## src/pkg/irq_pkg.sv

```systemverilog
/*
 Shared constants and types for the fixed-priority vectored interrupt
 controller: slot numbers, vector addresses, control bit positions.
 Assumes a 16-bit CPU address space with vectors at the top of memory.
*/
package irq_pkg;

    localparam int NUM_SLOTS = 16;
    localparam int SLOT_W = 4;

    // Maskable slots, index 0 is the highest maskable priority (2)
    localparam logic [3:0] SLOT_EXT_A = 4'h0;
    localparam logic [3:0] SLOT_EXT_B = 4'h1;
    localparam logic [3:0] SLOT_EXT_C_KEY = 4'h2;
    localparam logic [3:0] SLOT_CNT_A = 4'h3;
    localparam logic [3:0] SLOT_TMR_X = 4'h4;
    localparam logic [3:0] SLOT_TMR_1 = 4'h5;
    localparam logic [3:0] SLOT_TMR_2 = 4'h6;
    localparam logic [3:0] SLOT_TMR_3 = 4'h7;
    localparam logic [3:0] SLOT_TMR_4 = 4'h8;
    localparam logic [3:0] SLOT_SER1_RX = 4'h9;
    localparam logic [3:0] SLOT_SER1_TX = 4'ha;
    localparam logic [3:0] SLOT_SER2_RX = 4'hb;
    localparam logic [3:0] SLOT_SER2_TX = 4'hc;
    localparam logic [3:0] SLOT_TMR_Y_CNT_B = 4'hd;
    localparam logic [3:0] SLOT_ADC = 4'he;

    // Vector low-byte addresses; high byte is at the next odd address
    localparam logic [15:0] VEC_RESET = 16'hfffc;
    localparam logic [15:0] VEC_BREAK = 16'hffdc;
    localparam logic [15:0] VEC_TOP_MASKABLE = 16'hfffa;
    localparam logic [15:0] VEC_STEP = 16'h0002;

    // Processor status bit that holds the global disable flag
    localparam int PS_DISABLE_BIT = 2;

    // Edge-select and source-select bit positions in cfg
    localparam int EDGE_EXT_A = 0;
    localparam int EDGE_EXT_B = 1;
    localparam int EDGE_EXT_C = 2;
    localparam int EDGE_CNT_A = 3;
    localparam int EDGE_CNT_B = 4;
    localparam int SEL_KEY = 5;
    localparam int SEL_CNT_B = 6;
    localparam int CFG_W = 7;

    // Edge-selectable pins (same order as their edge bits) and 8-bit timers
    localparam int NUM_EDGE_PINS = 5;
    localparam int NUM_TIMER8 = 4;

    // Software register port
    localparam logic [2:0] ADDR_REQUEST = 3'h0;
    localparam logic [2:0] ADDR_ENABLE = 3'h1;
    localparam logic [2:0] ADDR_CONFIG = 3'h2;
    localparam logic [2:0] ADDR_STATUS = 3'h3;

    typedef enum logic [1:0] {
        KIND_NONE,
        KIND_RESET,
        KIND_MASKABLE,
        KIND_BREAK
    } irq_kind_t;

    typedef struct packed {
        logic valid;
        irq_kind_t kind;
        logic [3:0] slot;
        logic [15:0] vector;
    } vector_grant_t;

    typedef struct packed {
        logic [2:0] addr;
        logic [15:0] wdata;
        logic wr;
        logic rd;
    } reg_req_t;

endpackage : irq_pkg

```

## src/verilog/pin_sync.sv

```systemverilog
/*
 Three-flop input synchroniser with agreement filter and edge outputs.
 Assumes the input comes from a pin outside the mclk domain.
*/
`timescale 1ns/10ps
module pin_sync #(
    parameter int WIDTH = 1
) (
    input wire logic mclk,
    input wire logic rst,
    input wire logic [WIDTH-1:0] pin,
    output logic [WIDTH-1:0] level,
    output logic [WIDTH-1:0] rise,
    output logic [WIDTH-1:0] fall
);

    logic [WIDTH-1:0] meta;
    logic [WIDTH-1:0] s2;
    logic [WIDTH-1:0] s3;

    // Chain; a change counts once the second and third stages agree
    always_ff @(posedge mclk)
    begin
        if (rst)
        begin
            meta <= '0;
            s2 <= '0;
            s3 <= '0;
        end
        else
        begin
            meta <= pin;
            s2 <= meta;
            s3 <= s2;
        end
    end

    // Filtered level and one-cycle edges
    genvar i;
    generate
        for (i = 0; i < WIDTH; i++)
        begin : g_bit
            always_ff @(posedge mclk)
            begin
                if (rst)
                begin
                    level[i] <= 1'b0;
                    rise[i] <= 1'b0;
                    fall[i] <= 1'b0;
                end
                else
                begin
                    rise[i] <= (s2[i] == s3[i]) && s3[i] && !level[i];
                    fall[i] <= (s2[i] == s3[i]) && !s3[i] && level[i];
                    if (s2[i] == s3[i])
                        level[i] <= s3[i];
                end
            end
        end
    endgenerate

endmodule : pin_sync

```

## src/verilog/priority_pick.sv

```systemverilog
/*
 Fixed-priority picker: lowest index among the qualified bits wins.
 Assumes index 0 carries the highest priority.
*/
`timescale 1ns/10ps
module priority_pick #(
    parameter int N = 16,
    parameter int W = 4
) (
    input wire logic [N-1:0] qualified,
    output logic any,
    output logic [W-1:0] index
);

    // Scan from lowest priority up so the highest one is left standing
    always_comb
    begin
        any = 1'b0;
        index = '0;
        for (int i = N - 1; i >= 0; i--)
        begin
            if (qualified[i])
            begin
                any = 1'b1;
                index = W'(i);
            end
        end
    end

endmodule : priority_pick

```

## src/verilog/fixed_priority_vector_irq.sv

```systemverilog
/*
 Fixed-priority vectored interrupt controller top: request capture,
 enable and select registers, global disable flag, arbitration and
 vector hand-off to the CPU core at instruction boundaries.
 Assumes the CPU core pulses instr_boundary once per instruction end,
 break_instruction with a break, and on-chip peripherals give
 one-cycle event pulses in the mclk domain. Slot fifteen has no
 source; its enable bit is plain storage.
*/
// How it works
// RL1: Eighteen sources, sixteen slots, fixed vector order.
// RL2: Each maskable source has request and enable bits.
// RL3: Accept when request, enable set, disable clear.
// RL4: Reset is top priority, vector FFFC/FFFD.
// RL5: Pin a, b, counter a edge-selectable requests.
// RL6: Pin c and keys share slot, selected one.
// RL7: Key request on falling AND of eight keys.
// RL8: Timer X underflow at priority six.
// RL9: Four 8-bit timers at priorities seven to ten.
// RL10: Serial one receive and transmit requests.
// RL11: Serial two receive and transmit requests.
// RL12: Timer Y or counter pin b share slot.
// RL13: Conversion complete request at priority sixteen.
// RL14: Break is non-maskable, lowest priority.
// RL15: Controller gives vector location, low byte even.
// RL16: Software reorders priority through enables and flag.
// RL17: Only highest qualified request taken; others wait.
// RL18: Acceptance clears request and sets disable flag.
// RL19: Software can clear request bits, never set.
// RL20: Disable flag is status bit two, set/clear instructions.
// RL21: Reset clears request, enable, select state.
// RL22: Acceptance only at CPU instruction boundaries.
`timescale 1ns/10ps
module fixed_priority_vector_irq #(
    parameter int NUM_KEYS = 8
) (
    input wire logic mclk,
    input wire logic rst,
    input wire logic ext_edge_pin_a,
    input wire logic ext_edge_pin_b,
    input wire logic ext_edge_pin_c,
    input wire logic counter_pin_a,
    input wire logic counter_pin_b,
    input wire logic [NUM_KEYS-1:0] key_pins,
    input wire logic timer_x_underflow,
    input wire logic [3:0] timer8_underflow,
    input wire logic [3:0] timer8_irq_selected,
    input wire logic timer_y_underflow,
    input wire logic ser1_rx_done,
    input wire logic ser1_tx_done,
    input wire logic ser1_selected,
    input wire logic ser2_rx_done,
    input wire logic ser2_tx_done,
    input wire logic ser2_selected,
    input wire logic adc_done,
    input wire logic adc_irq_selected,
    input wire logic instr_boundary,
    input wire logic break_instruction,
    input wire logic set_disable_instruction,
    input wire logic clear_disable_instruction,
    input wire irq_pkg::reg_req_t reg_req,
    output logic [15:0] reg_rdata,
    output irq_pkg::vector_grant_t grant,
    output logic disable_flag
);

    logic [irq_pkg::NUM_EDGE_PINS-1:0] pin_level;
    logic [irq_pkg::NUM_EDGE_PINS-1:0] pin_rise;
    logic [irq_pkg::NUM_EDGE_PINS-1:0] pin_fall;
    logic [NUM_KEYS-1:0] key_level;
    logic [irq_pkg::NUM_SLOTS-1:0] request;
    logic [irq_pkg::NUM_SLOTS-1:0] enable;
    logic [irq_pkg::CFG_W-1:0] cfg;
    logic [irq_pkg::NUM_SLOTS-1:0] raise;
    logic [irq_pkg::NUM_SLOTS-1:0] qualified;
    logic [irq_pkg::NUM_SLOTS-1:0] accept_clear;
    logic [irq_pkg::NUM_SLOTS-1:0] sw_clear;
    logic key_and;
    logic key_and_prev;
    logic key_fall;
    logic reset_pending;
    logic break_pending;
    logic any_maskable;
    logic [irq_pkg::SLOT_W-1:0] win_slot;
    logic take_maskable;
    logic [15:0] ps_view;
    logic [irq_pkg::NUM_EDGE_PINS-1:0] pin_edge;
    logic [irq_pkg::NUM_TIMER8-1:0] timer8_raise;
    logic write_request;
    logic write_enable;
    logic write_config;
    logic take_reset;
    logic take_break;
    irq_pkg::vector_grant_t next_grant;
    logic [15:0] next_rdata;

    // Edge pins pass the three-flop synchroniser
    pin_sync #(
        .WIDTH(irq_pkg::NUM_EDGE_PINS)
    ) u_pin_sync (
        .mclk(mclk),
        .rst(rst),
        .pin({counter_pin_b, counter_pin_a, ext_edge_pin_c,
              ext_edge_pin_b, ext_edge_pin_a}),
        .level(pin_level),
        .rise(pin_rise),
        .fall(pin_fall)
    );

    // Key pins synchronised too; only their filtered levels are used
    pin_sync #(
        .WIDTH(NUM_KEYS)
    ) u_key_sync (
        .mclk(mclk),
        .rst(rst),
        .pin(key_pins),
        .level(key_level),
        .rise(),
        .fall()
    );

    // Falling edge of the AND of all key levels
    assign key_and = &key_level;
    assign key_fall = key_and_prev && !key_and; // see RL7

    // Reset low so idle-high keys cannot fake a falling edge
    always_ff @(posedge mclk)
    begin
        if (rst)
            key_and_prev <= 1'b0;
        else
            key_and_prev <= key_and;
    end

    // Active edge per pin; cfg bit n selects rising (1) for pin n
    genvar p;
    generate
        for (p = 0; p < irq_pkg::NUM_EDGE_PINS; p++)
        begin : g_edge
            assign pin_edge[p] = cfg[p] ? pin_rise[p] : pin_fall[p];
        end
    endgenerate

    // Each 8-bit timer raises only while its interrupt is selected
    genvar t;
    generate
        for (t = 0; t < irq_pkg::NUM_TIMER8; t++)
        begin : g_timer8
            assign timer8_raise[t] = timer8_underflow[t] &&
                timer8_irq_selected[t]; // see RL9
        end
    endgenerate

    // Event per slot; slot fifteen has no source and stays quiet
    always_comb
    begin
        raise = '0; // see RL1
        raise[irq_pkg::SLOT_EXT_A] =
            pin_edge[irq_pkg::EDGE_EXT_A]; // see RL5
        raise[irq_pkg::SLOT_EXT_B] =
            pin_edge[irq_pkg::EDGE_EXT_B]; // see RL5
        raise[irq_pkg::SLOT_EXT_C_KEY] = cfg[irq_pkg::SEL_KEY] ? key_fall :
            pin_edge[irq_pkg::EDGE_EXT_C]; // see RL6
        raise[irq_pkg::SLOT_CNT_A] =
            pin_edge[irq_pkg::EDGE_CNT_A]; // see RL5
        raise[irq_pkg::SLOT_TMR_X] = timer_x_underflow; // see RL8
        raise[irq_pkg::SLOT_TMR_4:irq_pkg::SLOT_TMR_1] = timer8_raise;
        raise[irq_pkg::SLOT_SER1_RX] = ser1_rx_done &&
            ser1_selected; // see RL10
        raise[irq_pkg::SLOT_SER1_TX] = ser1_tx_done &&
            ser1_selected; // see RL10
        raise[irq_pkg::SLOT_SER2_RX] = ser2_rx_done &&
            ser2_selected; // see RL11
        raise[irq_pkg::SLOT_SER2_TX] = ser2_tx_done &&
            ser2_selected; // see RL11
        raise[irq_pkg::SLOT_TMR_Y_CNT_B] = cfg[irq_pkg::SEL_CNT_B] ?
            pin_edge[irq_pkg::EDGE_CNT_B] : timer_y_underflow; // see RL12
        raise[irq_pkg::SLOT_ADC] = adc_done && adc_irq_selected; // see RL13
    end

    // Qualification and fixed-priority pick
    assign qualified = request & enable &
        {irq_pkg::NUM_SLOTS{!disable_flag}}; // see RL3

    priority_pick #(
        .N(irq_pkg::NUM_SLOTS),
        .W(irq_pkg::SLOT_W)
    ) u_pick (
        .qualified(qualified),
        .any(any_maskable),
        .index(win_slot)
    );

    // Maskable acceptance only at a boundary with no reset pending
    assign take_maskable = instr_boundary && !reset_pending &&
        any_maskable; // see RL22

    // Reset and break decisions of this boundary
    assign take_reset = instr_boundary && reset_pending; // see RL4
    assign take_break = instr_boundary && !reset_pending &&
        !any_maskable && break_pending; // see RL14

    always_comb
    begin
        accept_clear = '0;
        if (take_maskable)
            accept_clear[win_slot] = 1'b1; // see RL17
    end

    // Write decodes, one strobe each for request, enable and config
    assign write_request = reg_req.wr &&
        reg_req.addr == irq_pkg::ADDR_REQUEST;
    assign write_enable = reg_req.wr &&
        reg_req.addr == irq_pkg::ADDR_ENABLE;
    assign write_config = reg_req.wr &&
        reg_req.addr == irq_pkg::ADDR_CONFIG;

    // Software write of a 1 clears that request bit
    assign sw_clear = write_request ? reg_req.wdata : '0;

    // Request bits: a new event wins over any clear
    always_ff @(posedge mclk)
    begin
        if (rst)
            request <= '0; // see RL21
        else
            request <= (request & ~accept_clear & ~sw_clear) | raise; // see RL19
    end

    // Enable register, everything masked after reset
    always_ff @(posedge mclk)
    begin
        if (rst)
            enable <= '0; // see RL21
        else if (write_enable)
            enable <= reg_req.wdata; // see RL2
    end

    // Edge and source selection, back to falling edges after reset
    always_ff @(posedge mclk)
    begin
        if (rst)
            cfg <= '0; // see RL21
        else if (write_config)
            cfg <= reg_req.wdata[irq_pkg::CFG_W-1:0];
    end

    // Global disable flag: set by reset, instruction or acceptance
    always_ff @(posedge mclk)
    begin
        if (rst)
            disable_flag <= 1'b1;
        else if (set_disable_instruction)
            disable_flag <= 1'b1; // see RL20
        else if (take_reset || take_maskable || take_break)
            disable_flag <= 1'b1; // see RL18
        else if (clear_disable_instruction)
            disable_flag <= 1'b0; // see RL20
    end

    // Reset vector waits for the first boundary after reset
    always_ff @(posedge mclk)
    begin
        if (rst)
            reset_pending <= 1'b1; // see RL4
        else if (instr_boundary)
            reset_pending <= 1'b0;
    end

    // Break is latched until a boundary with nothing above it
    always_ff @(posedge mclk)
    begin
        if (rst)
            break_pending <= 1'b0;
        else if (break_instruction)
            break_pending <= 1'b1; // see RL14
        else if (take_break)
            break_pending <= 1'b0;
    end

    // Vector of this boundary's winner: reset, maskable, then break
    always_comb
    begin
        next_grant = '0;
        if (take_reset)
        begin
            next_grant.valid = 1'b1;
            next_grant.kind = irq_pkg::KIND_RESET;
            next_grant.vector = irq_pkg::VEC_RESET; // see RL4
        end
        else if (take_maskable)
        begin
            next_grant.valid = 1'b1;
            next_grant.kind = irq_pkg::KIND_MASKABLE;
            next_grant.slot = win_slot;
            next_grant.vector = irq_pkg::VEC_TOP_MASKABLE -
                16'(win_slot) * irq_pkg::VEC_STEP; // see RL15
        end
        else if (take_break)
        begin
            next_grant.valid = 1'b1;
            next_grant.kind = irq_pkg::KIND_BREAK;
            next_grant.vector = irq_pkg::VEC_BREAK; // see RL14
        end
    end

    // Vector hand-off, one-cycle grant pulse
    always_ff @(posedge mclk)
    begin
        if (rst)
            grant <= '0;
        else
            grant <= next_grant;
    end

    // Status view with the disable flag at its processor status bit
    always_comb
    begin
        ps_view = '0;
        ps_view[irq_pkg::PS_DISABLE_BIT] = disable_flag; // see RL20
    end

    // Read mux; unmapped places and idle cycles read as zero
    always_comb
    begin
        next_rdata = '0;
        if (reg_req.rd)
        begin
            case (reg_req.addr)
                irq_pkg::ADDR_REQUEST: next_rdata = request;
                irq_pkg::ADDR_ENABLE: next_rdata = enable;
                irq_pkg::ADDR_CONFIG: next_rdata = 16'(cfg);
                irq_pkg::ADDR_STATUS: next_rdata = ps_view; // see RL20
                default: next_rdata = '0;
            endcase
        end
    end

    // Read port, data one cycle after the strobe
    always_ff @(posedge mclk)
    begin
        if (rst)
            reg_rdata <= '0;
        else
            reg_rdata <= next_rdata;
    end

endmodule : fixed_priority_vector_irq

```

## config.mk

```make
export PLATFORM = sky130hd
export DESIGN_NAME = fixed_priority_vector_irq
export DESIGN_NICKNAME = d
export VERILOG_FILES = /design/src/pkg/irq_pkg.sv /design/src/verilog/pin_sync.sv /design/src/verilog/priority_pick.sv /design/src/verilog/fixed_priority_vector_irq.sv
export SDC_FILE = /design/constraint.sdc
export NUM_CORES = 1
export LEC_CHECK = 0
export ABC_CLOCK_PERIOD_IN_PS = 7300
export BUFFER_PORTS_ARGS = -buffer_cell sky130_fd_sc_hd__buf_2
export CORE_ASPECT_RATIO = 1.1
export CORE_MARGIN = 2
export CORE_UTILIZATION = 50
export CTS_CLUSTER_SIZE = 40
export DETAILED_ROUTE_END_ITERATION = 7
export PLACE_DENSITY = 0.83
export SLEW_MARGIN = 10
export SYNTH_ARGS = -nofsm -noshare
export SYNTH_HDL_FRONTEND = slang
export SYNTH_HIERARCHICAL = 1
export SYNTH_SLANG_ARGS = --single-unit
```

## constraint.sdc

```tcl
create_clock -name mclk -period 7.3 [get_ports mclk]
set_input_delay 0.73 -clock mclk [delete_from_list [all_inputs] [get_ports mclk]]
set_output_delay 0.73 -clock mclk [all_outputs]
set_load 0.03 [all_outputs]
```

Yosys cells after proc, flatten, opt, wreduce, memory -nomap -nowiden

Index checks and enable logic that the tools add are counted.

Logic and storage cells: 185
Output and inout bits: 40
Input bits: 58
Register bits: 144

Add/sub/neg operators: 1
Bitwise operators: 9
Equal/unequal tests: 16
Order comparisons: 2
Mux-type cells: 52
Reduce and logical (&&, ||, !) cells: 62

Operators by type and width:

| cell                                                              | count |
|---|---|
| two-way mux 16 bit                                                | 5 |
| AND 16 bit                                                        | 4 |
| two-way mux 4 bit                                                 | 16 |
| case mux 16 bit (4 select lines)                                  | 1 |
| logical AND 1 bit                                                 | 39 |
| inverter 16 bit                                                   | 2 |
| two-way mux 1 bit                                                 | 26 |
| bitwise OR 16 x 15 -> 16 bit                                      | 1 |
| logical NOT 1 bit                                                 | 14 |
| equality test 1 bit                                               | 13 |
| two-way mux 3 bit                                                 | 3 |
| AND reduction 8 bit                                               | 1 |
| subtractor 4 x 6 -> 7 bit, first input constant                   | 1 |
| equality test 3 x 2 -> 1 bit, second input constant               | 2 |
| OR reduction 3 bit                                                | 2 |
| < comparator 4 x 5 -> 1 bit, second input constant                | 1 |
| demux 1 bit (select 4 bit)                                        | 1 |
| greater-or-equal comparator 4 x 1 -> 1 bit, second input constant | 1 |
| OR reduction 2 bit                                                | 2 |
| equality test 3 x 1 -> 1 bit, second input constant               | 1 |
| logical NOT 3 bit                                                 | 1 |
| logical OR 1 bit                                                  | 2 |
| inverter 1 bit                                                    | 2 |
| nonzero test 2 bit                                                | 1 |

Depth between registers and ports, before layout

Gate-level depths: netlist of run 1.

Depth in word-level cells: 27
Mapped depth: 11
Depth with buffers taken out: 10

Modules after synthesis

Netlist of run 1, hierarchy kept.

By module, submodules not included:

| module                    | seq. area each (um^2) | cells an instance | times used | area each (um^2) |
|---|---|---|---|---|
| fixed_priority_vector_irq | 1421.4                | 348               | 1          | 3016.6 |
| pin_sync (u_key_sync)     | 960.9                 | 149               | 1          | 1621.6 |
| pin_sync (u_pin_sync)     | 600.6                 | 93                | 1          | 1039.7 |
| priority_pick             | 0.0                   | 33                | 1          | 178.9 |

Least setup slack after synthesis of run 1

Ideal clock, no wire load.

Kind: register to register
Start point: reg disable_flag
End point: reg grant[2] (netlist name)
Setup slack: 4661 ps
Arrival: 2519 ps
Stages on the path, launching flop included: 12
Clock period less this slack: 2639 ps
Path buffers: 2
Required time: 7180 ps
Setup time: 120 ps
Cells stage by stage: dfxtp_1 > inv_1 > clkbuf_1 > and3_1 > nor4_2 > and3_1 > nand4_1 > and3b_1 > buf_4 > nor2b_1 > and2_1 > or2_1

Elaborated cells on any way between the ends: 42
Classes of those cells: add/sub: 1; mux: 35; bitwise: 1; reduce/logical: 5

RTL lines:

| element                              | line                             | text |
|---|---|---|
| start: declaration                   | fixed_priority_vector_irq.sv:64  | `output logic disable_flag` |
| start signal: assignment             | fixed_priority_vector_irq.sv:252 | `disable_flag <= 1'b1;` |
| start signal: assignment             | fixed_priority_vector_irq.sv:254 | `disable_flag <= 1'b1;` |
| start signal: assignment             | fixed_priority_vector_irq.sv:256 | `disable_flag <= 1'b1;` |
| logical NOT 1 bit (*)                | fixed_priority_vector_irq.sv:183 | `{irq_pkg::NUM_SLOTS{!disable_flag}};` |
| AND 16 bit (*)                       | fixed_priority_vector_irq.sv:182 | `assign qualified = request & enable &` |
| via qualified, one bit               | fixed_priority_vector_irq.sv:75  | `logic [irq_pkg::NUM_SLOTS-1:0] qualified;` |
| two-way mux 1 bit (*) (11 in series) | priority_pick.sv:22              | `if (qualified[i])` |
| via any_maskable                     | fixed_priority_vector_irq.sv:83  | `logic any_maskable;` |
| logical NOT 1 bit                    | fixed_priority_vector_irq.sv:201 | `!any_maskable && break_pending;` |
| logical AND 1 bit                    | fixed_priority_vector_irq.sv:200 | `assign take_break = instr_boundary && !reset_pending &&` |
| logical AND 1 bit                    | fixed_priority_vector_irq.sv:201 |  |
| two-way mux 16 bit                   | fixed_priority_vector_irq.sv:299 | `else if (take_break)` |
| two-way mux 16 bit (*)               | fixed_priority_vector_irq.sv:291 | `else if (take_maskable)` |
| two-way mux 16 bit (*)               | fixed_priority_vector_irq.sv:285 | `if (take_reset)` |
| end signal: assignment               | fixed_priority_vector_irq.sv:313 | `grant <= next_grant;` |
| end: declaration                     | fixed_priority_vector_irq.sv:63  | `output irq_pkg::vector_grant_t grant,` |

The timed path passes the listed nets; every way through them passes the cells marked *.
A chain may end at the register's enable or synchronous reset.

Worst setup path in the final report of run 1

Start point: reg disable_flag
End point: reg request[4] (netlist name)

Elaborated cells on any way between the ends: 45
Classes of those cells: order compare: 2; mux: 35; bitwise: 5; reduce/logical: 3

RTL lines:

| element                                                                                                         | line                             | text |
|---|---|---|
| logical NOT 1 bit (*)                                                                                           | fixed_priority_vector_irq.sv:183 |  |
| AND 16 bit (*)                                                                                                  | fixed_priority_vector_irq.sv:182 |  |
| via qualified, one bit                                                                                          | fixed_priority_vector_irq.sv:75  |  |
| two-way mux 4 bit (*) (8 in series)                                                                             | priority_pick.sv:22              |  |
| via win_slot, one bit                                                                                           | fixed_priority_vector_irq.sv:84  | `logic [irq_pkg::SLOT_W-1:0] win_slot;` |
| < comparator 4 x 5 -> 1 bit (implied by the code) or greater-or-equal comparator 4 x 1 -> 1 bit (tied branches) | fixed_priority_vector_irq.sv:207 | `accept_clear[win_slot] = 1'b1;` |
| logical AND 1 bit (implied by the code)                                                                         | fixed_priority_vector_irq.sv:207 |  |
| two-way mux 1 bit (implied by the code)                                                                         | fixed_priority_vector_irq.sv:207 |  |
| demux 1 bit (select 4 bit) (*)                                                                                  | fixed_priority_vector_irq.sv:207 |  |
| two-way mux 16 bit (*)                                                                                          | fixed_priority_vector_irq.sv:206 | `if (take_maskable)` |
| inverter 16 bit (*)                                                                                             | fixed_priority_vector_irq.sv:227 | `request <= (request & ~accept_clear & ~sw_clear) \| raise;` |
| AND 16 bit (*) (2 in series)                                                                                    | fixed_priority_vector_irq.sv:227 |  |
| bitwise OR 16 x 15 -> 16 bit (*)                                                                                | fixed_priority_vector_irq.sv:227 |  |
| end signal: assignment                                                                                          | fixed_priority_vector_irq.sv:227 |  |
| end: declaration                                                                                                | fixed_priority_vector_irq.sv:71  | `logic [irq_pkg::NUM_SLOTS-1:0] request;` |

Marked as above.

==> results of run 1 <==
where the power goes:
group | switching, mW | internal, mW
clock network | 0.309 | 0.591
registers | 0.0127 | 0.747
logic | 0.0607 | 0.0390
per-layer routing:
| metal | vias up | track usage |
|---|---|---|
| li1 | 2052 | - |
| met1 | 1907 | 0.237 |
| met2 | 173 | 0.365 |
| met3 | 46 | 0.0691 |
| met4 | 2 | 0.115 |
| met5 | - | 0 |
layout by cell type (no fill, tap or decap), types with 2 or more instances in the layout:
cell type,n
a2111oi_2,2
ha_1,19
clkinvlp_4,2
nor4_2,2
dfxtp_1,133
o311ai_0,5
bufinv_16,4
clkbuf_8,2
nand2_1,70
buf_4,2
nand3_1,8
buf_2,95
o21ai_0,5
clkinv_4,4
inv_1,38
nor3_1,4
and2_1,2
mux2i_1,41
o211ai_1,7
nand2b_1,4
clkbuf_16,17
a21oi_1,44
nor3b_2,5
nand4_1,3
and3_1,18
clkbuf_1,2
nor2_1,78
o311ai_1,3
nor2b_1,29
a31oi_1,2
worst paths after layout:
| check | to | slack (ns) | cells past startpoint |
|---|---|---|---|
| hold reg to reg | u_key_sync/s2[4] | 0.43 | 1 |
| setup / recovery | request[4] | 4.37 | 8 |
| setup reg to reg | request[4] | 4.37 | 8 |
| hold / removal | u_key_sync/s2[4] | 0.43 | 1 |
through the flow:
| step | cell area, um^2 | power, mW | setup WS (ns) | utilization |
|---|---|---|---|---|
| 6_report | 6380 | 1.76 | 4.37 | 0.614 |
| 5_1_grt | 6370 | 1.82 | 4.03 | 0.613 |
| 4_1_cts | 6370 | 1.77 | 4.44 | 0.613 |
| 3_5_place_dp | 5740 | 0.874 | 4.48 | 0.552 |
| 3_3_place_gp | 5740 | 0.871 | 4.63 | 0.552 |
| 2_1_floorplan | 5320 | 0.843 | 4.66 | - |
cell type report:
cell class / instances / area (um^2) / share of cell area
flip-flops and latches: 133 / 2660 / 0.417
multi-input cells: 368 / 2260 / 0.355
repair buffers: 97 / 490 / 0.0769
clock buffers: 21 / 460 / 0.0722
well taps: 143 / 179 / 0.0281
clock inverters: 11 / 175 / 0.0275
inverters: 38 / 143 / 0.0224
diodes: 1 / 2.50 / 0.000392
registers in the layout, summed over array words and instances (netlist names):
| name | flops |
|---|---|
| cfg | 7 |
| break_pending | 1 |
| u_key_sync/s2 | 8 |
| u_pin_sync/level | 5 |
| request | 16 |
| u_pin_sync/fall | 5 |
| key_and_prev | 1 |
| u_pin_sync/rise | 5 |
| u_pin_sync/meta | 5 |
| u_pin_sync/s2 | 5 |
| u_pin_sync/s3 | 5 |
| reg_rdata | 16 |
| grant | 12 |
| u_key_sync/level | 8 |
| reset_pending | 1 |
| disable_flag | 1 |
| u_key_sync/s3 | 8 |
| u_key_sync/meta | 8 |
| enable | 16 |
==> results.md, run 1 <==
- The number of max-slew violations in the final report came to 0.
- The routability congestion estimate is a little over 0.9.
- STA classifies the critical path endpoint as a flip-flop.
- Of the cells placed in the final design, the portion with a size suffix greater than 1 is 0.213.
- Synthesis produced a netlist with a net count of ~650.
- For this design, the sink count on the clock tree is between 100 and 150.
- The critical path is of the flip-flop to flip-flop type.
- The uppermost layer routed is met5.
- The total of buffers placed on input and output ports is 96.
- Buffers inserted to repair hold after CTS numbered 0.
- The remaining max-slew budget at the tightest pin is 0.345.
- The synthesized netlist occupies a cell area of between 5000 and 6000 um^2.
- The clock arrives with 0.00506 ns of skew.
- The routed layout has around 4200 vias.
- The initial antenna violation count is 2.
- The remaining global-route overflow is 0.
- The number of buffers between clock root and the deepest sink is 2.
- The final layout contains between 700 and 800 nets.
- The number of top-level design ports is between 90 and 100.
- In the final routed layout, each cell accounts on average for 14.7 um.
- Setup repair after global routing left no endpoint under its margin.
- Among the stages of the critical path, the cell type that occurs most often is inv_1.
- In this run the post-CTS setup repair buffer count came out at 0.
- The post-cts resize count is 0.
- The final hold violation count is 0.
- The slowest stage cell on the critical path is nor3b_1.
- In this run the static leakage power is ~2.7 nW.
- The detail route stage leaves a number of antenna-violating nets equal to 0.
- In the routed layout, each cell is associated on average with a via count of around 5.1.
- The worst setup path is launched from a flip-flop.
- Across every metal layer, demand over resource in global routing totals 0.216.
- The final non-filler cell total is ~810.
- The signed area change from the synthesized netlist to the final layout is 20.0%.
- The largest stage delay on the critical path is approximately 0.80 ns.
- The first-pass GRT wire length is about 19000 um.
- The clock tree from TritonCTS is built.
- A synthesized cell averages 9.25 um^2.
- The number of buffers and inverters on the critical path is 2.
- The core area is slightly above 10000 um^2.
- The number of H-tree levels is 4.
- For this configuration, the core starts out at a cell density of 0.511.
- The kind of cell with the highest combined delay along the critical path is simple AND/OR/NAND/NOR gates.
- Setup total negative slack on the finished layout was measured at 0 ns.
- The count of yosys warnings during synthesis is 6.
- Entering global routing, the biggest net connects between 60 and 70 pins.
- The length of routed wiring on met1 is approximately 4600 um.
- Dividing the final minimum period by the clock period gives 0.401.
- The number of CTS-inserted buffers is 17.
- Setup violations remaining at the end of the flow were counted as 0.
- STA puts the critical path data required time at about 7.6 ns.
- The count of TritonRoute iterations in the first routing pass is 5.
- The number of max-cap violations is 0.
- The signal on the critical path passes through inv_1 > and3_1 > nor4_2 > nor3b_1 > inv_1 > nand3_1 > o311ai_0 > a21oi_1.
- The number of global-route vias before repair was 4109.
- The met3 wirelength from detailed routing is ~810 um.
- The root buffer selected by CTS is clkbuf_16.
- The worst min-delay path startpoint is u_key_sync/meta[4].
- After clock tree synthesis, the clock-pin slew on the worst setup and hold paths is roughly 0.060 ns.
- The source of the critical timing path is disable_flag.
- After legalization and detailed placement, the total HPWL measured between 8000 and 9000 um.
- In the routed design, unresolved DRC markers number 0.
- The floorplan step defined a die boundary enclosing around 11000 um^2.
- The flow ran to the end, and the final reports show no timing, DRC or antenna violations.
- The x dimension of the die is between 100 and 150 um.
- Final hold analysis gives a worst-case slack of 0.431 ns.
- The die span in y is 112 um.
- Wire segments on met2 add up to between 6000 and 7000 um in the final route.
- For the pin with the worst max-slew slack, the measured transition is roughly 0.98 ns.
- The beginning of the worst register-to-register path is disable_flag.
- At the worst endpoint, the arrival time is 3.26 ns.
- The later pin in the worst-skew pair is clocked with a latency of 0.41 ns.
- The path class of the lowest-slack min-delay path is flip-flop to flip-flop.
- The fmax is 342 MHz.
- In the synthesized netlist, the number of instances is between 500 and 600.
- The minimum period implied by the final worst setup slack is 2.93 ns.
- The worst supply voltage drop on vdd is between 0.1 and 0.15 mV.
- The total number of placement rows is 39.
- For this design the ratio of total power to cell area is around 280 nW/um^2.
- The first-iteration detailed-routing DRC count is between 150 and 200.
- Fill cells in the final layout number around 850.
- The number of placed instances, taps included, is 779.
- The largest fanout on the critical path is 17.
- Wires add up to roughly 12000 um.
Power figures use the tool's default switching activity.
==> run 2, diff against run 1 <==
- ABC_CLOCK_PERIOD_IN_PS: 7300 -> 2400
- PLACE_DENSITY: 0.83 -> 0.86
- clock period: 7.3 -> 2.4 ns (I/O delays scaled with it)
==> run 2 against run 1 <==
Compared with the run above: the flow now finishes with violations (negative setup slack); final area increased by 5.9%; die area unchanged; clock skew increased by 0.0026 ns; worst setup slack got worse by 4.4 ns; combinational power increased to 3.2 times the previous value; routed wire length increased by 2.5%; non-clock buffer count increased by 26.
==> results.md, run 2 (synthesis results as in run 1) <==
- The run finished, with violations left.
- The number of fillers in the final layout is roughly 800.
- The setup slack of the critical path after layout is -0.0297 ns.
- The arrival time of the worst setup path is 2.70 ns.
- The largest registers in the layout are enable: 16 flops, reg_rdata: 16 flops, request: 16 flops.
- The total number of placement rows is 39.
- The mean number of vias per cell is 5.08.
- The length of routed wiring on met1 is roughly 4800 um.
- The critical path starts at disable_flag.
- The maximum number of pins on one net before global-route repair is 50.
- The first-iteration detailed-routing DRC count is between 150 and 200.
- The number of H-tree levels is 4.
- Buffers inserted to repair hold after CTS numbered 0.
- The die span in y is about 110 um.
- The initial utilization of the core area, before any placement, comes to 0.511.
- The final number of setup-violating endpoints is 3.
- The top cell types in the final layout, fill and taps aside, are dfxtp_1 (132), buf_2 (95), nor2_1 (75).
- The number of max-slew violations in the final report is 0.
- The path class of the lowest-slack min-delay path is input port to flip-flop.
- The first-pass GRT wire length is 19100 um.
- The tree is rooted in a clkbuf_16.
- The remaining global-route overflow is 0.
- For this run, the total global-route usage over all layers was measured as 0.215.
- The power density over the cells is ~800 nW/um^2.
- Of all nets on the critical path, the largest fanout is 6.
- Wire segments on met2 add up to 6430 um in the final route.
- Setup repair after global routing could not meet its margin everywhere.
- The final-stage net count is about 760.
- The highest layer touched by signal routing is met4.
- The number of buffers between clock root and the deepest sink is 2.
- For the worst-skew pair, the clock arrives at the later sink with an insertion delay of 0.41 ns.
- Detailed placement ended at an HPWL of around 8400 um.
- The remaining max-slew budget at the tightest pin is 0.541.
- The worst setup path is launched from a flip-flop.
- The initial antenna violation count was 1.
- TritonCTS built the clock tree.
- The switching power is approximately 1.2 mW.
- Summed over all layers, the routed wires come to ~12000 um.
- Static timing analysis puts the maximum clock frequency at 412 MHz.
- The internal power is around 4.2 mW.
- Leaving out fill and tap cells, the most frequent cell in the layout is dfxtp_1.
- Data on the critical path is required at its endpoint by roughly 2.7 ns.
- The sequential power share is 0.429.
- The switching share of power is 0.216.
- The endpoint type of the worst setup path is a flip-flop.
- The met3 wirelength from detailed routing is between 700 and 800 um.
- The finished layout holds 840 standard cells, fillers aside.
- The count of TritonRoute iterations in the first routing pass is 5.
- The number of global-route vias before repair is 4186.
- The worst setup path is of the flip-flop to flip-flop kind.
- Once layout is complete, the utilization of the core stands at 0.650.
- In this run the critical register-to-register path is launched from disable_flag.
- The x dimension of the die is 102 um.
- Once placement completed, the tool counted placed cells totaling 793.
- The routed via count is between 4000 and 5000.
- The number of max-cap violations is 0.
- The final hold violation count is 0.
- The post-detailed-route count of antenna-violating nets is 0.
- After floorplanning, the core was sized to cover about 10000 um^2.
- The fraction of the cycle the final worst path needs is 1.01.
- The worst supply voltage drop on vdd is 0.524 mV.
- On the final layout, the worst clock skew is 0.00762 ns.
- Registers take 2670 um^2.
- In the final routed layout, each cell accounts on average for 14.6 um.
- The area used by multi-input combinational logic is between 2000 and 2500 um^2.
- In this run the static leakage power is 2.90 nW.
- The clock input transition at the sequential cells of the worst setup and hold paths is 0.06 ns.
- The placed instances occupy a cell area of 5850 um^2.
- The share of final-layout standard cells stronger than drive strength 1 is 0.279.
- The final sum of negative setup slack is -0.0607 ns.
- The share of power burned in combinational logic is 0.059.
- The signed area change from the synthesized netlist to the final layout is 27.0%.
- In this run the most critical hold path is launched from ext_edge_pin_a.
- The clock share of power is 0.512.
- The total of buffers placed on input and output ports is between 90 and 100.
- The number of design rule violations left after detail routing is 0.
- At the end of routability-driven placement, the weighted congestion stood at a little under 0.9.
- The transition time of the tightest slew-check pin is 0.688 ns.
- For the finished layout, the period the worst path requires is 2.43 ns.
- The overall die area is roughly 11000 um^2.
- The checks that failed: negative setup slack.
- Hold timing on the final database bottoms out at a slack of 0.0335 ns.
- The number of CTS-inserted buffers is 17.
- The post-route cell area is 6750 um^2.
- CTS saw between 100 and 150 sinks.
- The number of top-level design ports is about 100.
==> run 2: changes by cell type in the layout (fill, tap and decap cells not counted), sizes merged <==
cell / change
buf: +26
clkbuf: -1
clkinv: -1
clkinvlp: +3
diode: +1
==> run 2: timing repair <==
action,4_1_cts,5_1_grt
pin swaps,2,17
gates cloned,1,0
endpoints found under the setup margin,16,18
hold endpoints to repair,0,0
buffers inserted,5,7
gates resized for setup,6,31
==> run 2: layout make-up <==
| cell class | count | area share |
|---|---|---|
| clock inverters | 12 | 0.0259 |
| diodes | 2 | 0.000741 |
| multi-input cells | 368 | 0.357 |
| repair buffers | 123 | 0.103 |
| inverters | 38 | 0.0217 |
| well taps | 143 | 0.0265 |
| clock buffers | 20 | 0.0691 |
| flip-flops and latches | 133 | 0.395 |
| repair inverters | 1 | 0.00111 |
==> run 2: final timing paths <==
kind / to / slack [ns] / depth (start not counted)
min reg2reg: u_pin_sync/s2[3] / 0.43 / 1
max: request[9] / -0.03 / 10
max reg2reg: request[9] / -0.03 / 10
min: u_pin_sync/meta[0] / 0.03 / 2
==> run 2: metal layers <==
| layer | vias up | GRT usage |
|---|---|---|
| met4 | 0 | 0.0782 |
| li1 | 2108 | - |
| met2 | 143 | 0.379 |
| met1 | 2003 | 0.236 |
| met3 | 14 | 0.0735 |
| met5 | - | 0 |
==> run 2: power by group through the flow <==
stage | combinational [mW] | clock, mW | sequential [mW]
3_5_place_dp | 0.306 | 0 | 2.36
3_3_place_gp | 0.296 | 0 | 2.35
2_1_floorplan | 0.202 | 0 | 2.36
4_1_cts | 0.312 | 2.78 | 2.31
5_1_grt | 0.348 | 2.89 | 2.32
6_report | 0.318 | 2.75 | 2.31
==> run 2: through the flow <==
step           setup WS (ns)  power, mW
3_5_place_dp         -0.0680       2.66
6_report             -0.0297       5.38
3_3_place_gp         -0.0281       2.65
4_1_cts              0.00622       5.40
5_1_grt               -0.105       5.56
2_1_floorplan         0.0109       2.56
==> run 2: worst max-delay path, cell delays in order (launching register included) <==
cell,delay (ns)
dfxtp_4,0.38
clkinvlp_4,0.17
and3_1,0.21
nor2_2,0.14
nor3_1,0.08
o31ai_2,0.33
a31oi_2,0.21
nand3b_1,0.26
buf_6,0.17
o311ai_2,0.24
a21oi_1,0.11
